[src/shared/crr_params.svh]
// offsets, field positions, reset values and timing for restart control
`ifndef CRR_PARAMS_SVH
`define CRR_PARAMS_SVH
`define CRR_ADDR_W         12
`define CRR_OFS_CTRL       12'h000
`define CRR_OFS_STAT       12'h004
`define CRR_CTRL_RESET     8'h00
`define CRR_CTRL_WMASK     8'hbb
`define CRR_CTRL_KEEP      8'h80
`define CRR_B_P92_SMI      0
`define CRR_B_PWD_EN       1
`define CRR_B_HOLD_MODE    3
`define CRR_B_ALT_DIS      4
`define CRR_B_IRQ12_EN     5
`define CRR_B_CORE_KEEP    7
`define CRR_CODE_RESTART   3'h5
`define CRR_CLK_NS         8
`define CRR_RST_PULSE_NS   64
`define CRR_RST_CYCLES ((`CRR_RST_PULSE_NS + `CRR_CLK_NS - 1) / `CRR_CLK_NS)
`define CRR_CNT_W          4
`endif

[src/shared/crr_pkg.sv]
// types for the restart and reset control block
package crr_pkg;
	typedef enum logic [1:0] {
		ST_IDLE  = 2'b00,
		ST_WAIT  = 2'b01,
		ST_PULSE = 2'b10
	} crr_state_type;
	typedef enum logic [1:0] {
		SEL_NONE = 2'b00,
		SEL_CTRL = 2'b01,
		SEL_STAT = 2'b10
	} crr_sel_type;
endpackage

[src/rtl/crr_ctrl.sv]
// restart, reset gating and peripheral core reset control with apb access
// Notes on behaviour
// - with control bit 0 set, a port 92 restart raises smi instead.
// - with control bit 0 clear, a port 92 restart resets the cpu.
// - control bit 1 turns the port 92 password protection on.
// - once protected, clearing bit 1 does not lift the protection.
// - bit 3 clear resets the cpu only out of hold, set only in hold.
// - bit 4 clear lets link code 101 restart the cpu, set blocks it.
// - bit 5 lets the mouse interrupt flop drive irq12 open collector.
// - bit 7 clear resets the core while power good is low, set keeps it.
// - bit 7 is cleared by battery reset, not by power good.
// - power good and battery reset both low always reset the core.
// - battery reset is ignored while power good is high.
`timescale 1ns/1ps
`include "crr_params.svh"
module crr_ctrl (
	input  wire logic                   CORE_CLK_I,
	input  wire logic                   RST_I,
	input  wire logic                   PSEL_I,
	input  wire logic                   PENABLE_I,
	input  wire logic                   PWRITE_I,
	input  wire logic [`CRR_ADDR_W-1:0] PADDR_I,
	input  wire logic [31:0]            PWDATA_I,
	output logic      [31:0]            PRDATA_O,
	output logic                        PREADY_O,
	output logic                        PSLVERR_O,
	input  wire logic                   PORT92_RESTART_I,
	input  wire logic                   LINK_CODE_VALID_I,
	input  wire logic [2:0]             LINK_CODE_I,
	input  wire logic                   MOUSE_IRQ_SET_I,
	input  wire logic                   MOUSE_IRQ_CLR_I,
	input  wire logic                   CPU_HOLD_I,
	input  wire logic                   POWER_GOOD_IN_I,
	input  wire logic                   BATTERY_RESET_N_I,
	output logic                        CPU_RESET_O,
	output logic                        SMI_O,
	output logic                        PWD_LOCK_O,
	output logic                        IRQ12_O,
	output logic                        IRQ12_OE_O,
	output logic                        PERIPHERAL_CORE_RESET_O
);

	// ==========================================================
	// address decode
	function automatic crr_pkg::crr_sel_type reg_sel(
		input logic [`CRR_ADDR_W-1:0] addr
	);
		reg_sel = crr_pkg::SEL_NONE;
		if (addr == `CRR_OFS_CTRL) begin
			reg_sel = crr_pkg::SEL_CTRL;
		end else if (addr == `CRR_OFS_STAT) begin
			reg_sel = crr_pkg::SEL_STAT;
		end
	endfunction

	// ==========================================================
	// pin synchronisers
	logic [2:0]                pin_raw;
	logic [2:0]                pin_s1;
	logic [2:0]                pin_s2;
	logic                      hold_s;
	logic                      pg_s;
	logic                      batt_n_s;

	assign pin_raw = {BATTERY_RESET_N_I, POWER_GOOD_IN_I, CPU_HOLD_I};

	genvar gi;
	generate
		for (gi = 0; gi < 3; gi = gi + 1) begin : g_sync
			always_ff @(posedge CORE_CLK_I or posedge RST_I) begin
				if (RST_I) begin
					pin_s1[gi] <= 1'b0;
					pin_s2[gi] <= 1'b0;
				end else begin
					pin_s1[gi] <= pin_raw[gi];
					pin_s2[gi] <= pin_s1[gi];
				end
			end
		end
	endgenerate

	assign hold_s   = pin_s2[0];
	assign pg_s     = pin_s2[1];
	assign batt_n_s = pin_s2[2];

	// ==========================================================
	// declarations
	logic [7:0]                ctl;
	logic                      prot;
	logic                      core_rst;
	logic                      next_core_rst;
	logic                      batt_qual;
	logic                      wr_ctl;
	logic                      acc;
	logic                      p92_smi;
	logic                      p92_rst;
	logic                      code_rst;
	logic                      restart_req;
	logic                      gate_ok;
	logic                      mouse_ff;
	logic [`CRR_CNT_W-1:0]     cnt;
	crr_pkg::crr_state_type    state;
	crr_pkg::crr_state_type    next_state;

	localparam logic [`CRR_CNT_W-1:0] PULSE_LEN =
		`CRR_CNT_W'(`CRR_RST_CYCLES);

	// ==========================================================
	// apb slave, answers one cycle into the access phase
	assign acc    = PSEL_I & PENABLE_I;
	assign wr_ctl = acc & PREADY_O & PWRITE_I &
		(reg_sel(PADDR_I) == crr_pkg::SEL_CTRL);

	always_ff @(posedge CORE_CLK_I or posedge RST_I) begin
		if (RST_I) begin
			PREADY_O  <= 1'b0;
			PSLVERR_O <= 1'b0;
			PRDATA_O  <= 32'h0000_0000;
		end else begin
			PREADY_O  <= acc & ~PREADY_O;
			PSLVERR_O <= acc & ~PREADY_O &
				(reg_sel(PADDR_I) == crr_pkg::SEL_NONE);
			PRDATA_O  <= 32'h0000_0000;
			if (acc && !PREADY_O && !PWRITE_I) begin
				unique case (reg_sel(PADDR_I))
				crr_pkg::SEL_CTRL: begin
					PRDATA_O <= {24'h00_0000, ctl};
				end
				crr_pkg::SEL_STAT: begin
					PRDATA_O <= {23'h00_0000, hold_s, batt_n_s,
						pg_s, mouse_ff, state, prot, core_rst,
						CPU_RESET_O};
				end
				crr_pkg::SEL_NONE: begin
					PRDATA_O <= 32'h0000_0000;
				end
				endcase
			end
		end
	end

	// ==========================================================
	// control register
	assign batt_qual = ~batt_n_s & ~pg_s;

	always_ff @(posedge CORE_CLK_I or posedge RST_I) begin
		if (RST_I) begin
			ctl <= `CRR_CTRL_RESET;
		end else if (batt_qual) begin
			ctl <= `CRR_CTRL_RESET;
		end else if (core_rst) begin
			// core bits follow the core reset, bit 7 does not
			ctl <= ctl & `CRR_CTRL_KEEP;
		end else if (wr_ctl) begin
			ctl <= PWDATA_I[7:0] & `CRR_CTRL_WMASK;
		end
	end

	// ==========================================================
	// password protection, cleared only by core reset
	always_ff @(posedge CORE_CLK_I or posedge RST_I) begin
		if (RST_I) begin
			prot <= 1'b0;
		end else if (core_rst) begin
			prot <= 1'b0;
		end else if (ctl[`CRR_B_PWD_EN]) begin
			prot <= 1'b1;
		end
	end

	assign PWD_LOCK_O = prot;

	// ==========================================================
	// peripheral core reset
	always_comb begin
		next_core_rst = 1'b0;
		if (!pg_s && !ctl[`CRR_B_CORE_KEEP]) begin
			next_core_rst = 1'b1;
		end
		if (batt_qual) begin
			next_core_rst = 1'b1;
		end
	end

	always_ff @(posedge CORE_CLK_I or posedge RST_I) begin
		if (RST_I) begin
			core_rst <= 1'b1;
		end else begin
			core_rst <= next_core_rst;
		end
	end

	assign PERIPHERAL_CORE_RESET_O = core_rst;

	// ==========================================================
	// restart sources
	assign p92_smi  = PORT92_RESTART_I & ctl[`CRR_B_P92_SMI];
	assign p92_rst  = PORT92_RESTART_I & ~ctl[`CRR_B_P92_SMI];
	assign code_rst = LINK_CODE_VALID_I &
		(LINK_CODE_I == `CRR_CODE_RESTART) &
		~ctl[`CRR_B_ALT_DIS];
	assign restart_req = (p92_rst | code_rst) & ~core_rst;
	assign gate_ok = ctl[`CRR_B_HOLD_MODE] ? hold_s : ~hold_s;

	always_ff @(posedge CORE_CLK_I or posedge RST_I) begin
		if (RST_I) begin
			SMI_O <= 1'b0;
		end else begin
			SMI_O <= p92_smi & ~core_rst;
		end
	end

	// ==========================================================
	// cpu reset sequencer
	always_comb begin
		next_state = state;
		unique case (state)
		crr_pkg::ST_IDLE: begin
			if (restart_req) begin
				next_state = crr_pkg::ST_WAIT;
			end
		end
		crr_pkg::ST_WAIT: begin
			if (gate_ok) begin
				next_state = crr_pkg::ST_PULSE;
			end
		end
		crr_pkg::ST_PULSE: begin
			if (!gate_ok) begin
				next_state = crr_pkg::ST_WAIT;
			end else if (cnt == `CRR_CNT_W'(1)) begin
				next_state = crr_pkg::ST_IDLE;
			end
		end
		default: begin
			next_state = crr_pkg::ST_IDLE;
		end
		endcase
	end

	always_ff @(posedge CORE_CLK_I or posedge RST_I) begin
		if (RST_I) begin
			state <= crr_pkg::ST_IDLE;
		end else begin
			state <= next_state;
		end
	end

	always_ff @(posedge CORE_CLK_I or posedge RST_I) begin
		if (RST_I) begin
			cnt <= `CRR_CNT_W'(0);
		end else if (state == crr_pkg::ST_IDLE) begin
			cnt <= PULSE_LEN;
		end else if (next_state == crr_pkg::ST_PULSE &&
			state == crr_pkg::ST_PULSE) begin
			cnt <= cnt - `CRR_CNT_W'(1);
		end
	end

	always_ff @(posedge CORE_CLK_I or posedge RST_I) begin
		if (RST_I) begin
			CPU_RESET_O <= 1'b0;
		end else begin
			CPU_RESET_O <= (next_state == crr_pkg::ST_PULSE);
		end
	end

	// ==========================================================
	// mouse interrupt flop and irq12 open collector
	always_ff @(posedge CORE_CLK_I or posedge RST_I) begin
		if (RST_I) begin
			mouse_ff <= 1'b0;
		end else if (MOUSE_IRQ_SET_I) begin
			mouse_ff <= 1'b1;
		end else if (MOUSE_IRQ_CLR_I) begin
			mouse_ff <= 1'b0;
		end
	end

	always_ff @(posedge CORE_CLK_I or posedge RST_I) begin
		if (RST_I) begin
			IRQ12_O    <= 1'b0;
			IRQ12_OE_O <= 1'b0;
		end else begin
			IRQ12_O    <= 1'b0;
			// pull low while the flop is clear, release to float high
			IRQ12_OE_O <= ctl[`CRR_B_IRQ12_EN] & ~mouse_ff;
		end
	end
endmodule

[config.mk]
export PLATFORM = sky130hd
export DESIGN_NAME = crr_ctrl
export DESIGN_NICKNAME = d
export VERILOG_FILES = /design/src/shared/crr_pkg.sv /design/src/rtl/crr_ctrl.sv
export VERILOG_INCLUDE_DIRS = /design/src /design/src/shared
export SDC_FILE = /design/constraint.sdc
export NUM_CORES = 1
export LEC_CHECK = 0
export BUFFER_PORTS_ARGS = -buffer_cell sky130_fd_sc_hd__buf_4
export CORE_MARGIN = 4
export CORE_UTILIZATION = 43
export DETAILED_ROUTE_END_ITERATION = 7
export GPL_ROUTABILITY_DRIVEN = 0
export PLACE_DENSITY = 0.85
export SYNTH_ARGS = -nofsm -noshare
export SYNTH_HDL_FRONTEND = slang
export SYNTH_SLANG_ARGS = --single-unit
[constraint.sdc]
create_clock -name CORE_CLK_I -period 2.1 [get_ports CORE_CLK_I]
set_input_delay 0 -clock CORE_CLK_I [delete_from_list [all_inputs] [get_ports CORE_CLK_I]]
set_output_delay 0 -clock CORE_CLK_I [all_outputs]
set_load 0.02 [all_outputs]
Word-level counts from Yosys, hierarchy flattened
Cells that the tools add are included. W data, S select, Z words.

Flip-flop bits (word level): 60. Input bits: 59. Output and inout port bits: 40. Word-level logic and storage cells: 93.

Add/sub/neg operators: 1. Equality and inequality tests: 10. Multiplexer cells: 22. Bitwise gates (word level): 23. Reductions and logical operators: 18.

Operators by type and width (number): $pmux W32 S3 (1); $mux W32 (1); $mux W8 (3); $and A1 B1 Y1 (14); $mux W2 (7); $eq A12 B3 Y1 const B (1); $logic_not A12 Y1 (1); $mux W4 (2); $not A1 Y1 (8); $reduce_bool A2 Y1 (4); $mux W1 (7); $eq A2 B1 Y1 const B (3); $eq A2 B2 Y1 const B (3); $logic_not A2 Y1 (3); $pmux W2 S3 (1); $eq A4 B1 Y1 const B (1); $logic_and A1 B1 Y1 (4); $logic_not A1 Y1 (4); $sub A4 B1 Y4 const B (1); $eq A3 B3 Y1 const B (1); $reduce_bool A3 Y1 (1); $ne A2 B1 Y1 const B (1); $reduce_and A2 Y1 (1); $or A1 B1 Y1 (1).

Depth between registers and ports, before layout
Gate-level depths: netlist of the first run.

Depth after elaboration: 11. Depth in mapped cells: 6.

Worst setup path before layout of the first run
Ideal clock, no wire load.

Path kind: flip-flop to flip-flop. Start point: register cnt[0]. End point: register cnt[2]. Setup time: 0.079 ns. Arrival time: 1.476 ns. Data required time: 2.021 ns. Slack: 0.545 ns. Cell stages (with the launch flop): 6. Path buffers: 0. Clock period less this slack: 1.555 ns. Cells stage by stage: dfrtp_1 -> ha_1 -> nor3b_1 -> nor3_4 -> mux2_4 -> mux2i_1.

Cells in the longest elaborated chain, start to end: 7.

Ends and longest elaborated chain: start: declaration (RTL line crr_ctrl.sv:101) `` logic [`CRR_CNT_W-1:0] cnt; ``; start signal: assignment (RTL line crr_ctrl.sv:251) `` cnt <= `CRR_CNT_W'(0); ``; start signal: assignment (RTL line crr_ctrl.sv:256) `` cnt <= cnt - `CRR_CNT_W'(1); ``; $eq A4 B1 Y1 (RTL line crr_ctrl.sv:231) `` end else if (cnt == `CRR_CNT_W'(1)) begin ``; $mux W2 (RTL line crr_ctrl.sv:231); $mux W2 (RTL line crr_ctrl.sv:229) `if (!gate_ok) begin`; $pmux W2 S3 (RTL line crr_ctrl.sv:217) `unique case (state)`; $eq A2 B2 Y1 (RTL line crr_ctrl.sv:254) `end else if (next_state == crr_pkg::ST_PULSE &&`; $logic_and A1 B1 Y1 (RTL line crr_ctrl.sv:254); $reduce_bool A2 Y1 (no source line).

Several ways; a longest one is shown, not always the timed one. The select of a mux whose other input is x is not followed. A chain may end at the register's enable or synchronous reset.

Worst setup path after layout of the first run
Start point: register cnt[1]. End point: register cnt[2].

The elaborated chain is that of the path after synthesis.

==> results of run 1 <==
[per-stage QoR]
step / instances / instance area (um^2)
after global placement: 239 / 1980
after global routing: 258 / 2180
after floorplan: 166 / 1730
after CTS: 258 / 2180
final: 258 / 2180
after detailed placement: 239 / 1980
[final timing paths]
path | start | end
max reg2reg | cnt[1] | cnt[2]
max in group asynchronous | RST_I | pin_s1[1]
min reg2reg | pin_s1[1] | pg_s
min | PWDATA_I[0] | ctl[0]
max | cnt[1] | cnt[2]
min in group asynchronous | RST_I | PRDATA_O[3]
[cells in the mapped netlist (all sizes together)]
master	number	area share
a211oi	1	0.0046
a21boi	5	0.023
a21o	1	0.0046
a21oi	4	0.012
a221oi	1	0.0053
a22o	6	0.032
a31oi	1	0.0038
and2	4	0.015
and3	1	0.0038
and3b	1	0.0053
buf	25	0.11
conb	1	0.0023
dfrtp	34	0.52
dfstp	1	0.016
ha	2	0.015
inv	6	0.014
mux2	1	0.0091
mux2i	2	0.012
nand2	2	0.0046
nand2b	3	0.011
nand3	6	0.018
nand4	2	0.011
nand4b	2	0.011
nor2	11	0.025
nor2b	1	0.0038
nor3	4	0.022
nor3b	2	0.016
nor4	2	0.026
o21ai	6	0.018
o22ai	1	0.0038
o31ai	2	0.0091
or2	1	0.0038
xor2	1	0.0099
[critical path: stages, from the launching register on]
cell,delay [ns]
sky130_fd_sc_hd__dfrtp_1,0.38
sky130_fd_sc_hd__inv_1,0.11
sky130_fd_sc_hd__ha_1,0.15
sky130_fd_sc_hd__nor3b_1,0.41
sky130_fd_sc_hd__nor3_4,0.14
sky130_fd_sc_hd__mux2_4,0.32
sky130_fd_sc_hd__mux2i_1,0.13
[cell type report]
type	instances	area [um^2]	area share
sequential	35	877	0.403
multi-input combinational	100	649	0.298
timing repair buffer	61	485	0.223
clock buffer	7	76.3	0.0351
tap	48	60.1	0.0276
inverter	6	22.5	0.0104
clock inverter	1	5.00	0.00230
[metal layers]
layer | global-route usage | wire length (um)
met1 | 0.175 | 1240
met2 | 0.268 | 1960
met3 | 0.0446 | 279
met4 | 0.0638 | 81
met5 | 0 | 0
[report_power, final]
part | total, mW | switching, mW | internal [mW] | leakage (nW)
combinational | 0.377 | 0.200 | 0.176 | 0.562
clock | 0.447 | 0.214 | 0.232 | 0.0422
sequential | 0.819 | 0.0752 | 0.743 | 0.457
[placed cells by master (no fill, tap or decap), drive strengths merged, types with 2 or more instances in the layout]
cell         synthesis  routed
o21ai                6       6
nand2                2       2
dfrtp               34      34
clkbuf               0       7
nor2                11      11
a21oi                4       4
a22o                 6       6
ha                   2       2
nand2b               3       3
nand3                6       6
a21boi               5       5
and2                 4       4
conb                 1      24
nor3                 4       4
nand4                2       2
nor4                 2       2
inv                  6       6
buf                 25      50
o31ai                2       2
nand4b               2       2
nor3b                2       2
dlygate4sd3          0      11
mux2i                2       2
[kinds of logic (layout without fill, tap and decap cells)]
family | after synthesis | count (layout) | synth area share
other | 1 | 24 | 0.00228
AOI/OAI and AO/OA | 28 | 28 | 0.116
and+or+nand+nor | 42 | 42 | 0.177
muxes | 3 | 3 | 0.0213
DFF | 35 | 35 | 0.532
xor gates and xnor gates | 1 | 1 | 0.00987
adders and majority gates | 2 | 2 | 0.0152
buffers and inverters | 31 | 75 | 0.126
[state kept, by name, summed over array words and instances (netlist names), 2 cells and up]
register  cells
PRDATA_O      9
ctl           6
cnt           4
pin_s1        3
state         2
==> flow_results.xml, run 1 <==
<?xml version="1.0" encoding="UTF-8"?>
<metrics>
  <group name="final_layout">
    <metric name="antenna-diode-count" unit="">0</metric>
    <metric name="syn_to_final_growth" unit="%">32.0</metric>
    <metric name="drive_above_1_share" unit="">0.310</metric>
    <metric name="utilization" unit="">0.590</metric>
    <metric name="fin_nets" unit="">270</metric>
    <metric name="n_fill_cell" unit="">333</metric>
  </group>
  <group name="route">
    <metric name="detail_route.iter0.violations" unit="">51</metric>
    <metric name="routed_via_density" unit="">4.78</metric>
    <metric name="drc" unit="">0</metric>
    <metric name="antenna_left" unit="">0</metric>
    <metric name="wirelength" unit="um">3560</metric>
    <metric name="routedWlPerCell" unit="um">13.8</metric>
    <metric name="first_pass_iters" unit="">4</metric>
    <metric name="detailroute.via_count" unit="">1234</metric>
  </group>
  <group name="setup_path">
    <metric name="startpoint_type" unit="">flop</metric>
    <metric name="cp.required" unit="ns">2.30</metric>
    <metric name="ff2ff_setup_slack" unit="ns">0.39</metric>
    <metric name="timing.critical_path.to_type" unit="">flop</metric>
    <metric name="setup.worst_path.class" unit="">reg -&gt; reg</metric>
    <metric name="timing.reg2reg.worst_path_depth" unit="">6</metric>
    <metric name="critical_path_peak_fanout" unit="">7</metric>
    <metric name="timing.critical_path.arrival" unit="ns">1.91</metric>
  </group>
  <group name="logic_synthesis">
    <metric name="synthesis.yosys.warnings" unit="">0</metric>
    <metric name="postSynthCellCount" unit="">143</metric>
    <metric name="post_synth.cell_area_avg" unit="um^2">11.5</metric>
    <metric name="yosysSeqAreaShare" unit="">0.532</metric>
    <metric name="yosys_cell_types" unit="">38</metric>
    <metric name="netlist_area" unit="um^2">1650</metric>
    <metric name="ys_seq_elements" unit="">35</metric>
  </group>
  <group name="place">
    <metric name="portBuffers" unit="">48</metric>
    <metric name="hpwl" unit="um">2580</metric>
    <metric name="dp_worst_setup_slack" unit="ns">0.402</metric>
  </group>
  <group name="cts">
    <metric name="cts_buffer_depth" unit="">2</metric>
    <metric name="number_of_levels_in_the_clock_h_tree" unit="">2</metric>
    <metric name="cts_num_sinks" unit="">35</metric>
    <metric name="cts_tree" unit="">built</metric>
    <metric name="clk-insertion-delay-late" unit="ns">0.28</metric>
    <metric name="post_cts_resized" unit="">0</metric>
    <metric name="clock_slew_at_reported_path_ffs" unit="ns">0.06</metric>
    <metric name="cts_hold_buf" unit="">11</metric>
    <metric name="ctsRootBufferMaster" unit="">sky130_fd_sc_hd__clkbuf_8</metric>
    <metric name="cts_buffers" unit="">5</metric>
    <metric name="post-cts-setup-buffers" unit="">0</metric>
  </group>
  <group name="sta">
    <metric name="hold-worst-slack" unit="ns">0.00549</metric>
    <metric name="slew_viol_final" unit="">0</metric>
    <metric name="finalSetupViolations" unit="">0</metric>
    <metric name="grt_setup_unrepaired" unit="">false</metric>
    <metric name="timing.setup.tns" unit="ns">0</metric>
    <metric name="final_hold_vio_count" unit="">0</metric>
    <metric name="worst_skew" unit="ns">0.00354</metric>
    <metric name="timing.fmax" unit="MHz">585</metric>
    <metric name="worst_pin_slew" unit="ns">0.811</metric>
    <metric name="final.min_clock_period" unit="ns">1.71</metric>
    <metric name="final_setup_slack_of_the_worst_path" unit="ns">0.391</metric>
    <metric name="fin_crit_sh" unit="">0.814</metric>
    <metric name="max-slew-margin-rel" unit="">0.459</metric>
  </group>
  <group name="global_routing">
    <metric name="global_route_total_overflow" unit="">0</metric>
    <metric name="global_route_wire_length_before_repair" unit="um">5950</metric>
    <metric name="grt_max_degree" unit="">24</metric>
    <metric name="grt_antenna_before_repair" unit="">0</metric>
    <metric name="grt_pass1_vias" unit="">1277</metric>
    <metric name="gr_usage_total" unit="">0.154</metric>
  </group>
  <group name="floorplanning">
    <metric name="dieArea" unit="um^2">4890</metric>
    <metric name="floorplan.rows" unit="">22</metric>
    <metric name="floorplan.initialDensity" unit="">0.447</metric>
    <metric name="dieWidth" unit="um">69.9</metric>
    <metric name="core-area" unit="um^2">3690</metric>
    <metric name="io_pins" unit="">99</metric>
    <metric name="die_height" unit="um">69.9</metric>
  </group>
  <group name="power">
    <metric name="power.leakage" unit="nW">1.06</metric>
    <metric name="power_density" unit="nW/um^2">755</metric>
    <metric name="power.ir.vdd_worst" unit="mV">0.616</metric>
    <metric name="post-layout-total-power" unit="mW">1.64</metric>
  </group>
  <group name="outcome">
    <metric name="run_status" unit="">finished, final reports clean</metric>
  </group>
  <group name="worst_hold_path">
    <metric name="tightest_hold_check_type" unit="">in -&gt; reg</metric>
    <metric name="worst_hold_stages" unit="">3</metric>
  </group>
  <group name="run">
    <metric name="maxCapViolCount" unit="">0</metric>
  </group>
</metrics>
No activity file was read; power rests on OpenSTA's default activity.
==> inputs of run 2 (changes only) <==
Clock period 2.1 ns to 1.8 ns, I/O delays scaled along.
==> run 2 against run 1 <==
Compared with the run above: die area stayed put; total power rose by 22%; count of clock-buffer cells in the layout increased by 1; final cell count up 0.78%; clock power increased by 35%; setup slack got worse by 0.26 ns; utilization grew 1.1 points; sequential power grew 14%; critical path depth fell by 1; sequential share of layout area fell by 0.75 points; global-route usage decreased by 0.84 points; largest cell class unchanged.
==> flow_results.xml, run 2 (same netlist as run 1, synthesis figures left out) <==
<?xml version="1.0" encoding="UTF-8"?>
<metrics>
  <group name="outcome">
    <metric name="run_status" unit="">finished, final reports clean</metric>
  </group>
  <group name="run">
    <metric name="maxCapViolCount" unit="">0</metric>
  </group>
  <group name="final_layout">
    <metric name="largestRegisters" unit="">PRDATA_O: 9 flops, ctl: 6 flops, cnt: 4 flops</metric>
    <metric name="finalInstanceArea" unit="um^2">2220</metric>
    <metric name="stdcell_count" unit="">260</metric>
    <metric name="syn_to_final_growth" unit="%">34.5</metric>
    <metric name="utilization" unit="">0.601</metric>
    <metric name="most_common_cell_after_layout_fill_and_taps_aside" unit="">sky130_fd_sc_hd__buf_4</metric>
    <metric name="seqCellArea" unit="um^2">877</metric>
    <metric name="multiInputGateArea" unit="um^2">654</metric>
    <metric name="top_register" unit="">PRDATA_O</metric>
    <metric name="fin_nets" unit="">272</metric>
    <metric name="antenna-diode-count" unit="">0</metric>
    <metric name="drive_above_1_share" unit="">0.321</metric>
    <metric name="number_of_flip_flops_in_the_largest_register" unit="">9</metric>
    <metric name="n_fill_cell" unit="">304</metric>
    <metric name="final_cell_mix" unit="">sky130_fd_sc_hd__buf_4, sky130_fd_sc_hd__dfrtp_1, sky130_fd_sc_hd__conb_1</metric>
  </group>
  <group name="sta">
    <metric name="fin_crit_sh" unit="">0.925</metric>
    <metric name="timing.fmax" unit="MHz">601</metric>
    <metric name="final_hold_vio_count" unit="">0</metric>
    <metric name="slew_viol_final" unit="">0</metric>
    <metric name="worst_skew" unit="ns">0.00420</metric>
    <metric name="final.min_clock_period" unit="ns">1.66</metric>
    <metric name="timing.setup.tns" unit="ns">0</metric>
    <metric name="finalSetupViolations" unit="">0</metric>
  </group>
  <group name="route">
    <metric name="detail_route.iter0.violations" unit="">35</metric>
    <metric name="drc" unit="">0</metric>
    <metric name="routedWlPerCell" unit="um">13.0</metric>
    <metric name="antenna_left" unit="">0</metric>
    <metric name="first_pass_iters" unit="">4</metric>
    <metric name="detailroute.via_count" unit="">1212</metric>
    <metric name="routed_via_density" unit="">4.66</metric>
    <metric name="wirelength" unit="um">3390</metric>
  </group>
  <group name="global_routing">
    <metric name="grt_max_degree" unit="">36</metric>
    <metric name="global_route_wire_length_before_repair" unit="um">5630</metric>
    <metric name="grt_antenna_before_repair" unit="">0</metric>
    <metric name="global_route_total_overflow" unit="">0</metric>
    <metric name="grt_pass1_vias" unit="">1228</metric>
    <metric name="gr_usage_total" unit="">0.145</metric>
  </group>
  <group name="cts">
    <metric name="post-cts-setup-buffers" unit="">0</metric>
    <metric name="number_of_levels_in_the_clock_h_tree" unit="">2</metric>
    <metric name="cts_buffer_depth" unit="">2</metric>
    <metric name="clk-insertion-delay-late" unit="ns">0.28</metric>
    <metric name="clock_slew_at_reported_path_ffs" unit="ns">0.07</metric>
    <metric name="cts_tree" unit="">built</metric>
    <metric name="ctsRootBufferMaster" unit="">sky130_fd_sc_hd__clkbuf_8</metric>
    <metric name="cts_num_sinks" unit="">35</metric>
    <metric name="cts_buffers" unit="">5</metric>
  </group>
  <group name="setup_path">
    <metric name="timing.critical_path.arrival" unit="ns">1.87</metric>
    <metric name="setup.worst_path.class" unit="">reg -&gt; reg</metric>
    <metric name="crit_slowest_cell" unit="">sky130_fd_sc_hd__dfrtp_1</metric>
    <metric name="timing.critical_path.to_type" unit="">flop</metric>
    <metric name="critical_path_peak_fanout" unit="">7</metric>
    <metric name="timing.critical_path.max_delay_family" unit="">simple AND/OR/NAND/NOR gates</metric>
    <metric name="timing.critical_path.cells" unit="">ha_1 &gt; nor3b_2 &gt; nor3_4 &gt; mux2_4 &gt; mux2i_1</metric>
    <metric name="slowest_delay" unit="ns">0.42</metric>
    <metric name="cp.required" unit="ns">2.01</metric>
    <metric name="startpoint_type" unit="">flop</metric>
    <metric name="timing.critical_path.buf_inv" unit="">0</metric>
  </group>
  <group name="power">
    <metric name="cell_internal_pwr" unit="mW">1.44</metric>
    <metric name="power.leakage" unit="nW">1.08</metric>
    <metric name="total_switching_power" unit="uW">567</metric>
    <metric name="post-layout-total-power" unit="mW">2.00</metric>
    <metric name="power_density" unit="nW/um^2">904</metric>
    <metric name="power.ir.vdd_worst" unit="mV">0.639</metric>
    <metric name="netSwitchingFraction" unit="">0.283</metric>
    <metric name="pwr-share-clk" unit="">0.301</metric>
    <metric name="power_frac_comb" unit="">0.231</metric>
    <metric name="pwr-share-seq" unit="">0.468</metric>
  </group>
  <group name="place">
    <metric name="portBuffers" unit="">48</metric>
    <metric name="hpwl" unit="um">2460</metric>
    <metric name="place_area" unit="um^2">1990</metric>
    <metric name="place_inst" unit="">240</metric>
  </group>
  <group name="floorplanning">
    <metric name="core-area" unit="um^2">3690</metric>
    <metric name="dieWidth" unit="um">69.9</metric>
    <metric name="dieArea" unit="um^2">4890</metric>
    <metric name="floorplan.initialDensity" unit="">0.447</metric>
    <metric name="io_pins" unit="">99</metric>
    <metric name="floorplan.rows" unit="">22</metric>
    <metric name="die_height" unit="um">69.9</metric>
  </group>
  <group name="worst_hold_path">
    <metric name="tightest_hold_check_type" unit="">in -&gt; reg</metric>
  </group>
</metrics>
[run 2: worst register-to-register path: stages, from the launching register on]
cell and delay, ns:
sky130_fd_sc_hd__dfrtp_1 0.42, sky130_fd_sc_hd__ha_1 0.22, sky130_fd_sc_hd__nor3b_2 0.17, sky130_fd_sc_hd__nor3_4 0.33, sky130_fd_sc_hd__mux2_4 0.33, sky130_fd_sc_hd__mux2i_1 0.12
[run 2: path summary, 6_finish.rpt]
kind	depth (start not counted)	from	to	slack (ns)
max	5	cnt[0]	cnt[2]	0.14
min	3	PWDATA_I[7]	ctl[7]	0.04
max reg2reg	5	cnt[0]	cnt[2]	0.14
min reg2reg	0	pin_s1[1]	pg_s	0.35
max in group asynchronous	4	RST_I	PERIPHERAL_CORE_RESET_O	1.10
min in group asynchronous	4	RST_I	PRDATA_O[4]	0.37
[run 2: repair_timing]
item	in CTS	in global routing
hold buffers	12	0
endpoints found under the hold margin	44	0
resized for setup	0	1
setup endpoints to repair	0	2
[run 2: power groups by stage]
stage               registers (mW)  logic (mW)  clock network [mW]
finish                       0.937       0.463               0.604
global route                 0.951       0.526               0.658
CTS                          0.935       0.461               0.620
detailed placement           0.949       0.438                   0
global placement             0.946       0.421                   0
floorplan                    0.959       0.310                   0
[run 2: final cells by class]
cell class,instances,area share
Tap cell,48,0.0271
Timing Repair Buffer,63,0.227
Clock buffer,8,0.0451
Inverter,6,0.0102
Sequential cell,35,0.396
Multi-Input combinational cell,100,0.295
[run 2: stage by stage]
stage	setup WS (ns)	hold slack (ns)
2_1_floorplan	0.245	0.0314
3_3_place_gp	0.161	0.110
3_5_place_dp	0.142	0.111
4_1_cts	0.113	0.0262
5_1_grt	-0.00900	0.0561
6_report	0.136	0.0372
[run 2: routing by layer]
metal,track usage,wire length (um)
met5,0,0
met2,0.244,1770
met4,0.0617,79
met1,0.169,1270
met3,0.0475,268
